$ cat config.mk
export PLATFORM = sky130hd
export DESIGN_NAME = aphp_host_port
export DESIGN_NICKNAME = d
export VERILOG_FILES = /design/src/rtl/aphp_pkg.sv /design/src/rtl/aphp_sync.sv /design/src/rtl/aphp_host_port.sv
export VERILOG_INCLUDE_DIRS = /design/src /design/src/rtl
export SDC_FILE = /design/constraint.sdc
export NUM_CORES = 1
export LEC_CHECK = 0
export ABC_CLOCK_PERIOD_IN_PS = 1990
export BUFFER_PORTS_ARGS = -buffer_cell sky130_fd_sc_hd__buf_2
export CELL_PAD_IN_SITES_DETAIL_PLACEMENT = 1
export CELL_PAD_IN_SITES_GLOBAL_PLACEMENT = 1
export CORE_MARGIN = 2
export CORE_UTILIZATION = 32
export DETAILED_ROUTE_END_ITERATION = 6
export PLACE_DENSITY_LB_ADDON = 0.3
export RECOVER_POWER = 100
export SETUP_SLACK_MARGIN = 0.05
export SLEW_MARGIN = 10
export SYNTH_ARGS = -nofsm -noshare
export SYNTH_HDL_FRONTEND = slang
export SYNTH_HIERARCHICAL = 1
export SYNTH_SLANG_ARGS = --single-unit
$ cat constraint.sdc
create_clock -name mclk -period 1.99 [get_ports mclk]
set_input_delay 0.398 -clock mclk [delete_from_list [all_inputs] [get_ports mclk]]
set_output_delay 0.398 -clock mclk [all_outputs]
set_load 0.01 [all_outputs]
$ cat src/rtl/aphp_consts.svh
// What this block does
// [RULE_01] Low eight data pins are three-state, steered only by select and strobes.
// [RULE_02] Word mode: shared ninth pin is data bit 8, same strobes.
// [RULE_03] Byte mode: shared ninth pin becomes the upper byte select input.
// [RULE_04] Byte mode, select low: low byte travels on the low data lines.
// [RULE_05] Byte mode, select high: top four result bits on lines zero to three.
// [RULE_06] High byte read drives the channel identifier on lines four to six.
// [RULE_07] High byte write: host drives zeros on lines four to seven.
// [RULE_08] Word mode: lines nine to eleven carry the top bits, three-state.
// [RULE_09] Busy rises after conversion start falls and stays high throughout.
// [RULE_10] Busy falls only after the new result sits in the output register.
// [RULE_11] Sampling returns to track on the thirteenth master clock rising edge.
// [RULE_12] Conversion start falling edge sets hold and begins a conversion.
// [RULE_13] Read strobe low with select low puts the result on the bus.
// [RULE_14] Write strobe low with select low writes bus data to registers.
// [RULE_15] A conversion lasts thirteen master clock cycles; clock may be burst.
// [RULE_16] Byte mode host completes a word as a low then a high access.
`ifndef APHP_CONSTS_SVH
`define APHP_CONSTS_SVH
`define APHP_DATA_W 12
`define APHP_CHAN_W 3
`define APHP_CNT_W 4
`define APHP_CONV_EDGES 4'hd
`define APHP_PINS_W 6
`define APHP_PINS_INIT 6'h3e
`define APHP_BYTE_OE 12'h0ff
`define APHP_WORD_OE 12'hfff
`define APHP_NO_OE 12'h000
`define APHP_BIT8_POS 8
`endif

$ cat src/rtl/aphp_pkg.sv
`include "aphp_consts.svh"
package aphp_pkg;
    typedef struct packed {
        logic csN;
        logic rdN;
        logic wrN;
        logic conversionStartN;
        logic wordByteSel;
        logic masterClockIn;
    } aphp_pins_type;

    typedef struct packed {
        logic [`APHP_CHAN_W-1:0] channel;
        logic [`APHP_DATA_W-1:0] value;
    } aphp_result_type;

    typedef enum logic [1:0] {
        CONV_IDLE,
        CONV_RUN,
        CONV_DONE
    } aphp_conv_state_type;
endpackage : aphp_pkg

$ cat src/rtl/aphp_sync.sv
`timescale 1ns/1ps
module aphp_sync #(
    parameter int WIDTH = 1,
    parameter logic [WIDTH-1:0] INIT = '0
) (
    input wire logic mclk,
    input wire logic reset_n,
    input wire logic [WIDTH-1:0] pinIn,
    output logic [WIDTH-1:0] stable
);
    logic [WIDTH-1:0] s1_r;
    logic [WIDTH-1:0] s2_r;
    logic [WIDTH-1:0] s3_r;
    logic [WIDTH-1:0] stable_r;
    logic [WIDTH-1:0] stable_nxt;
    logic [WIDTH-1:0] differ;

    // A bit only moves once the second and third stages agree.
    assign differ = s2_r ^ s3_r;
    assign stable_nxt = (s2_r & ~differ) | (stable_r & differ);
    assign stable = stable_r;

    always_ff @(posedge mclk or negedge reset_n) begin
        if (!reset_n) begin
            s1_r <= INIT;
            s2_r <= INIT;
            s3_r <= INIT;
            stable_r <= INIT;
        end else begin
            s1_r <= pinIn;
            s2_r <= s1_r;
            s3_r <= s2_r;
            stable_r <= stable_nxt;
        end
    end
endmodule : aphp_sync

$ cat src/rtl/aphp_host_port.sv
`timescale 1ns/1ps
`include "aphp_consts.svh"
module aphp_host_port
    import aphp_pkg::*;
(
    input wire logic mclk,
    input wire logic reset_n,
    input wire logic csN,
    input wire logic rdN,
    input wire logic wrN,
    input wire logic conversionStartN,
    input wire logic wordByteSel,
    input wire logic masterClockIn,
    input wire logic [7:0] lowDataLinesIn,
    output logic [7:0] lowDataLinesOut,
    output logic [7:0] lowDataLinesOe,
    input wire logic bit8OrByteSelectPinIn,
    output logic bit8OrByteSelectPinOut,
    output logic bit8OrByteSelectPinOe,
    input wire logic [2:0] upperDataLinesIn,
    output logic [2:0] upperDataLinesOut,
    output logic [2:0] upperDataLinesOe,
    input wire aphp_result_type resultIn,
    output logic busy,
    output logic trackHold,
    output logic [`APHP_DATA_W-1:0] writeWord,
    output logic writeStrobe
);
    aphp_pins_type pinsRaw;
    aphp_pins_type pinsS;
    logic [`APHP_DATA_W-1:0] dataRaw;
    logic [`APHP_DATA_W-1:0] dataS;

    assign pinsRaw = '{csN, rdN, wrN, conversionStartN, wordByteSel,
                       masterClockIn};
    assign dataRaw = {upperDataLinesIn, bit8OrByteSelectPinIn,
                      lowDataLinesIn};

    aphp_sync #(.WIDTH(`APHP_PINS_W), .INIT(`APHP_PINS_INIT)) ctrlSync (
        .mclk(mclk),
        .reset_n(reset_n),
        .pinIn(pinsRaw),
        .stable(pinsS)
    );

    aphp_sync #(.WIDTH(`APHP_DATA_W), .INIT('0)) dataSync (
        .mclk(mclk),
        .reset_n(reset_n),
        .pinIn(dataRaw),
        .stable(dataS)
    );

    logic convPrev_r;
    logic mclkPrev_r;
    logic writePrev_r;
    aphp_conv_state_type state_r;
    aphp_conv_state_type state_nxt;
    logic [`APHP_CNT_W-1:0] edgeCnt_r;
    logic [`APHP_CNT_W-1:0] edgeCnt_nxt;
    logic busy_r;
    logic busy_nxt;
    logic hold_r;
    logic hold_nxt;
    aphp_result_type result_r;
    logic [`APHP_DATA_W-1:0] dataOut_r;
    logic [`APHP_DATA_W-1:0] dataOe_r;
    logic [`APHP_DATA_W-1:0] wrLatch_r;
    logic wrHigh_r;
    logic wrByte_r;
    logic [7:0] lowPending_r;
    logic [`APHP_DATA_W-1:0] writeWord_r;
    logic writeStrobe_r;

    logic readActive;
    logic writeActive;
    logic byteMode;
    logic upperSel;
    logic convStartFall;
    logic mclkRise;
    logic lastEdge;
    logic writeEnd;
    logic [7:0] highByte;
    logic [7:0] lowByte;
    logic [7:0] byteSel;
    logic [`APHP_DATA_W-1:0] readData_nxt;
    logic [`APHP_DATA_W-1:0] readOe_nxt;
    logic [`APHP_DATA_W-1:0] writeWord_nxt;
    logic writeCommit;

    assign readActive = !pinsS.csN && !pinsS.rdN;
    assign writeActive = !pinsS.csN && !pinsS.wrN;
    assign byteMode = !pinsS.wordByteSel;
    // [RULE_03] Upper byte select.
    assign upperSel = dataS[`APHP_BIT8_POS];
    // [RULE_12] Start edge detect.
    assign convStartFall = convPrev_r && !pinsS.conversionStartN;
    // The master clock may come in bursts, so only its rising edges count.
    assign mclkRise = !mclkPrev_r && pinsS.masterClockIn;
    assign lastEdge = mclkRise && (edgeCnt_r == (`APHP_CONV_EDGES - 4'h1));
    assign writeEnd = writePrev_r && !writeActive;

    // [RULE_06] Channel on high byte.
    assign highByte = {1'b0, result_r.channel, result_r.value[11:8]};
    // [RULE_04] Low byte placement.
    assign lowByte = result_r.value[7:0];
    // [RULE_05] Top bits low.
    assign byteSel = upperSel ? highByte : lowByte;
    // [RULE_08] Word mode full width.
    assign readData_nxt = byteMode ? {4'h0, byteSel} : result_r.value;
    // [RULE_01] Drive by strobes only.
    assign readOe_nxt = !readActive ? `APHP_NO_OE :
                        byteMode ? `APHP_BYTE_OE : `APHP_WORD_OE;

    // [RULE_16] Byte pair assembly.
    assign writeWord_nxt = !wrByte_r ? wrLatch_r :
                           {wrLatch_r[3:0], lowPending_r};
    // [RULE_14] Commit on strobe end.
    assign writeCommit = writeEnd && (!wrByte_r || wrHigh_r);

    // [RULE_15] Thirteen edge conversion.
    always_comb begin
        state_nxt = state_r;
        edgeCnt_nxt = edgeCnt_r;
        busy_nxt = busy_r;
        hold_nxt = hold_r;
        unique case (state_r)
            CONV_IDLE: begin
                // [RULE_09] Busy on start.
                if (convStartFall) begin
                    state_nxt = CONV_RUN;
                    edgeCnt_nxt = '0;
                    busy_nxt = 1'b1;
                    hold_nxt = 1'b1;
                end
            end
            CONV_RUN: begin
                if (mclkRise) begin
                    edgeCnt_nxt = edgeCnt_r + 4'h1;
                end
                // [RULE_11] Back to track.
                if (lastEdge) begin
                    state_nxt = CONV_DONE;
                    hold_nxt = 1'b0;
                end
            end
            CONV_DONE: begin
                // [RULE_10] Busy falls after latch.
                state_nxt = CONV_IDLE;
                busy_nxt = 1'b0;
            end
            // The fourth two-bit code is illegal and falls back to idle.
            default: begin
                state_nxt = CONV_IDLE;
            end
        endcase
    end

    always_ff @(posedge mclk or negedge reset_n) begin
        if (!reset_n) begin
            state_r <= CONV_IDLE;
            edgeCnt_r <= '0;
            busy_r <= 1'b0;
            hold_r <= 1'b0;
            convPrev_r <= 1'b1;
            mclkPrev_r <= 1'b0;
        end else begin
            state_r <= state_nxt;
            edgeCnt_r <= edgeCnt_nxt;
            busy_r <= busy_nxt;
            hold_r <= hold_nxt;
            convPrev_r <= pinsS.conversionStartN;
            mclkPrev_r <= pinsS.masterClockIn;
        end
    end

    // The result register loads on the last edge, one cycle before busy drops.
    always_ff @(posedge mclk or negedge reset_n) begin
        if (!reset_n) begin
            result_r <= '0;
        end else if (state_r == CONV_RUN && lastEdge) begin
            result_r <= resultIn;
        end
    end

    // [RULE_13] Result onto bus.
    always_ff @(posedge mclk or negedge reset_n) begin
        if (!reset_n) begin
            dataOut_r <= '0;
            dataOe_r <= '0;
        end else begin
            dataOut_r <= readData_nxt;
            dataOe_r <= readOe_nxt;
        end
    end

    // Data is captured every cycle of the strobe so the last sample wins.
    always_ff @(posedge mclk or negedge reset_n) begin
        if (!reset_n) begin
            writePrev_r <= 1'b0;
            wrLatch_r <= '0;
            wrHigh_r <= 1'b0;
            wrByte_r <= 1'b0;
        end else begin
            writePrev_r <= writeActive;
            if (writeActive) begin
                wrLatch_r <= dataS;
                wrHigh_r <= upperSel;
                wrByte_r <= byteMode;
            end
        end
    end

    always_ff @(posedge mclk or negedge reset_n) begin
        if (!reset_n) begin
            lowPending_r <= '0;
            writeWord_r <= '0;
            writeStrobe_r <= 1'b0;
        end else begin
            writeStrobe_r <= writeCommit;
            if (writeEnd && wrByte_r && !wrHigh_r) begin
                lowPending_r <= wrLatch_r[7:0];
            end
            if (writeCommit) begin
                writeWord_r <= writeWord_nxt;
            end
        end
    end

    assign lowDataLinesOut = dataOut_r[7:0];
    assign lowDataLinesOe = dataOe_r[7:0];
    // [RULE_02] Bit 8 as data.
    assign bit8OrByteSelectPinOut = dataOut_r[8];
    assign bit8OrByteSelectPinOe = dataOe_r[8];
    assign upperDataLinesOut = dataOut_r[11:9];
    assign upperDataLinesOe = dataOe_r[11:9];
    assign busy = busy_r;
    assign trackHold = hold_r;
    assign writeWord = writeWord_r;
    assign writeStrobe = writeStrobe_r;
endmodule : aphp_host_port

# After elaboration in Yosys (flattened, before gate mapping)
# Cells that the tools add are included.
# W data, S select, Z words.
[word_totals] regBits=157 elab_cells=84 latch_bits=0 input_bits=35 output_inout_bits=39 ramBits=0 romBits=0 n_memories=0
[classes] order_cmp=0 n_reduce_logical=27 n_eq_ne=6 add_sub_neg=1 shifts=0 bitwise_logic=10 mul=0 div_mod_pow=0 mux=15
[op_table] op="$mux W12" n=4
[op_table] op="$and A12 B12 Y12" n=2
[op_table] op="$and A6 B6 Y6" n=2
[op_table] op="$not A12 Y12" n=1
[op_table] op="$or A12 B12 Y12" n=1
[op_table] op="$xor A12 B12 Y12" n=1
[op_table] op="$logic_and A1 B1 Y1" n=10
[op_table] op="$logic_not A1 Y1" n=9
[op_table] op="$mux W4" n=2
[op_table] op="$mux W8" n=1
[op_table] op="$pmux W4 S2" n=1
[op_table] op="$ne A2 B2 Y1 const B" n=3
[op_table] op="$not A6 Y6" n=1
[op_table] op="$or A6 B6 Y6" n=1
[op_table] op="$reduce_and A3 Y1" n=2
[op_table] op="$xor A6 B6 Y6" n=1
[op_table] op="$add A4 B1 Y4 const B" n=1
[op_table] op="$eq A4 B4 Y1 const B" n=1
[op_table] op="$mux W2" n=2
[op_table] op="$pmux W1 S2" n=2
[op_table] op="$pmux W2 S2" n=1
[op_table] op="$reduce_and A2 Y1" n=2
[op_table] op="$reduce_bool A2 Y1" n=2
[op_table] op="$eq A2 B1 Y1 const B" n=1
[op_table] op="4 further kinds" n=5

# Longest topological paths before layout
[depth] depth_word=6 mapped_depth=6 mapped_depth_nobuf=5

# Cells and area by module
# The synthesis kept the hierarchy.
[by_module_without_submodules] mod="aphp_host_port" area_per_inst_um2=3067.9 cells_per_inst=217 seq_area_each_um2=1853.0 n_inst=1
[by_module_without_submodules] mod="aphp_sync (dataSync)" area_per_inst_um2=1336.3 cells_per_inst=60 seq_area_each_um2=1201.2 n_inst=1
[by_module_without_submodules] mod="aphp_sync (ctrlSync)" area_per_inst_um2=693.2 cells_per_inst=30 seq_area_each_um2=625.6 n_inst=1

# Least setup slack after synthesis
# OpenSTA, ideal clock, no wires.
[synth_timing] path_kind="register -> register" start="register edgeCnt_r[0]" end="register result_r, in the netlist highByte[0]" path_stages_with_launch=7 setup_ns=0.125 required_ns=1.865 arrival_time_ns=1.396 slack_ns=0.469 synth_period_minus_slack_ns=1.521 path_buffers=1 cell_sequence="dfrtp_1 inv_1 ha_1 nand3_1 nor2_8 buf_12 mux2_4"
[synth_between] elab_chain_len=3
[synth_lines] item="start, declared" line_no="aphp_host_port.sv:58" text="logic [`APHP_CNT_W-1:0] edgeCnt_r;"
[synth_lines] item="start signal, assigned" line_no="aphp_host_port.sv:168" text="edgeCnt_r <= edgeCnt_nxt;"
[synth_lines] item="$eq A4 B4 Y1" line_no="aphp_host_port.sv:99" text="assign lastEdge = mclkRise && (edgeCnt_r == (`APHP_CONV_EDGES - 4'h1));"
[synth_lines] item="$logic_and A1 B1 Y1" line_no="aphp_host_port.sv:99"
[synth_lines] item="$logic_and A1 B1 Y1" line_no="aphp_host_port.sv:180" text="end else if (state_r == CONV_RUN && lastEdge) begin"
[synth_lines] item="end signal, assigned" line_no="aphp_host_port.sv:181" text="result_r <= resultIn;"
[synth_lines] item="end, declared" line_no="aphp_host_port.sv:64" text="aphp_result_type result_r;"
# No other way between the ends.
# A chain may end at the register's enable or synchronous reset.

==> summary.txt <==
Hold path
  – Hold Path Depth: 1
  – HP Class: in -> reg
  – Worst Min Path Start: conversionStartN
  – Hold Path End: ctrlSync/s1_r[2]

Critical path
  – R2r worst-path depth: 3
  – Worst endpoint required time: about 2300 ps
  – RR Endpoint: lowPending_r[6]
  – Flop-to-flop setup slack: between 200 and 250 ps
  – Top delay family on crit path: flip-flops
  – Crit-path max FO: 8
  – Arrival time at the worst endpoint: ~2100 ps
  – CP Class: reg -> reg
  – CP peak stage delay: 570 ps
  – CP bufs+invs: 0
  – Critical path endpoint category: register
  – Worst Setup Start Kind: register
  – Critical Path Slowest Stage Cell: dfstp_1
  – Worst path cell trace: o21ai_0 -> nor3_4 -> mux2_2

Yosys
  – Synth area leaders: dfrtp_1 (61%), dfstp_2 (11%), mux2_2 (11%)
  – Syn_nets: between 300 and 400
  – Synth Warn #: 6
  – Post-Syn Area per Cell: between 15 and 20 um^2
  – Register bit total from synthesis: ~150
  – Synth top area share: 61.4%
  – Post-synthesis cell area: around 0.0051 mm^2
  – Yosys cell types: 31
  – Sequential area share after synthesis: 72.2%
  – Area leader, netlist: dfrtp_1
  – Cells after Synth: a little over 300

Floorplan
  – Die ar.: roughly 0.017 mm^2
  – Starting Density: 32.4%
  – Chip width: 130 um
  – Chip height: between 100 and 150 um
  – Std-Cell Core Area: 0.0157 mm^2
  – FP Rows: 46
  – I/O Pins: 74

Detailed routing
  – Routed length per instance: roughly 14 um
  – DRC violation count after routing: 0
  – Vias: about 2600
  – Pre-antenna DRT Iters: 4
  – Number of routed nets with antenna violations: 0
  – Drt total wl: 8590 um
  – Vias per Instance: around 4.2
  – Initial drt markers: 67

Global route
  – Global-route wire length before repair: about 14000 um
  – Largest net degree at the start of global routing: 66
  – Antenna violations before repair: 0
  – GRT overflow: 0
  – Tot GR Track Use: 11.3%
  – Vias in the first global route: between 2000 and 3000

CTS
  – Root Buffer: clkbuf_16
  – Clock Sinks: about 150
  – Clock latency on the worst-skew pair: about 400 ps
  – CTS Buf Count: 17
  – TritonCTS clock tree: yes
  – H-tree levels: 4
  – Clock tree buffer depth: 2
  – Register clock-pin slew on the reported worst setup and hold paths: about 60 ps
  – CTS resizes: 0

Timing
  – # setup viols final: 0
  – Tcrit/Tclk final: approximately 88%
  – Clock skew: ~5.6 ps
  – Fin crit period: 1750 ps
  – Fin. Hold Viols: 0
  – Setup TNS: 0 ps
  – Max Slew Vio Count: 0
  – Slew headroom: 38.4%
  – RSZ-0062 raised after global routing: no
  – Worst-Margin Slew: 924 ps
  – Max Freq: 570 MHz

Cells and area
  – # nets final: ~430
  – Non-Filler Instances: around 620
  – Post-Route Utilization: ~40%
  – Area growth syn-to-layout: 22.5%
  – Most frequent cells in the layout: dfrtp_1 (125), mux2_2 (48), clkbuf_1 (40)
  – Diode count: 0
  – Layout fillers: roughly 1600
  – Share of cells above drive strength 1: 33.6%
  – Commonest non-fill, non-tap cell in the layout: dfrtp_1

Placed design
  – Dpl cells: 585
  – Final GP Congestion: between 0.7 and 0.8
  – Dpl hpwl: 5720 um
  – PortBufs: 73

Status
  – Run status: finished clean

Power
  – Power Dens Cells: about 1400 mW/mm^2
  – P_leak: ~2.8 nW
  – Peak supply drop: 0.615 mV

Run
  – Max-cap violations: 0
timing repair:
action                    CTS  global route
setup buffers               0             0
hold endpoints to repair   23             0
hold buffers                1             0
stage by stage:
stage / setup slack, ps / hold WS (ps) / total power (W) / area [um^2]
CTS: 263 / 60.4 / 0.00871 / 6370
floorplan: 469 / 102 / 0.00450 / 5100
global placement: 342 / 313 / 0.00491 / 5670
global route: 113 / 61.2 / 0.00892 / 6240
detailed placement: 259 / 323 / 0.00498 / 5670
finish: 236 / 84.7 / 0.00847 / 6240
cell families (layout without fill, tap and decap cells):
group                      after synthesis  count (layout)  synth area share, %
DFF                                    146             146                 72.2
muxes                                   59              59                 13.6
and+or+nand+nor                         53              53                 5.84
buffers and inverters                   21             116                 2.87
adders and majority gates               20              20                 4.47
AOI/OAI and AO/OA                        8               8                0.982
cell usage after synthesis:
master,n
and2_1,6
buf_12,1
nor2b_1,2
o211ai_1,1
dfstp_2,21
and4bb_2,1
nor3_4,1
nand4bb_4,1
o21ai_0,3
ha_1,2
o311ai_0,1
nand2_1,30
o21ai_1,1
inv_1,5
clkbuf_1,1
buf_4,11
mux2i_1,2
nor2_1,4
maj3_2,18
buf_6,1
a21oi_1,1
nand3_1,3
buf_2,2
mux2_4,9
nor2_8,1
or4b_1,1
dfrtp_1,125
mux2_2,48
nand2b_1,1
nand4_1,2
o21ai_2,1
layout make-up:
cell class,instances,area (um^2),area share [%]
Sequential cell,146,3680,58.9
Inverter,5,18.8,0.301
Multi-Input combinational cell,140,1210,19.4
Tap cell,216,270,4.33
Clock buffer,17,425,6.81
Timing Repair Buffer,79,377,6.03
Clock inverter,15,262,4.19
metal layers:
metal | GRT usage (%) | part of all wire, % | wire, um
met1 | 14.1 | 45 | 3850
met3 | 3.73 | 3.7 | 318
met2 | 17.6 | 49 | 4240
met5 | 0 | 0 | 0
met4 | 6.01 | 2.1 | 183
how the worst max path moves through the flow:
| stage | startpoint | endpoint | cells after the start | slack [ps] |
|---|---|---|---|---|
| after detailed placement | edgeCnt_r[1] | highByte[6] | 5 | 260 |
| after CTS | edgeCnt_r[1] | highByte[6] | 5 | 260 |
| after global routing | register | lowPending_r[4] | 3 | 110 |
| after global placement | edgeCnt_r[0] | lowByte[1] | 5 | 340 |
| final | register | lowPending_r[6] | 3 | 240 |
| after floorplan | edgeCnt_r[0] | highByte[0] | 6 | 470 |
power by group:
part	total, W	switching, W	internal [W]
registers	0.00378	0.000320	0.00346
logic	0.00104	0.000495	0.000546
clock network	0.00365	0.00118	0.00247
total	0.00847	0.00199	0.00648
worst reg2reg max path, cell delays in order (launching register included):
cell and delay, ps:
dfstp_1 570, o21ai_0 260, nor3_4 430, mux2_2 390
No activity file was read; power rests on OpenSTA's default activity.
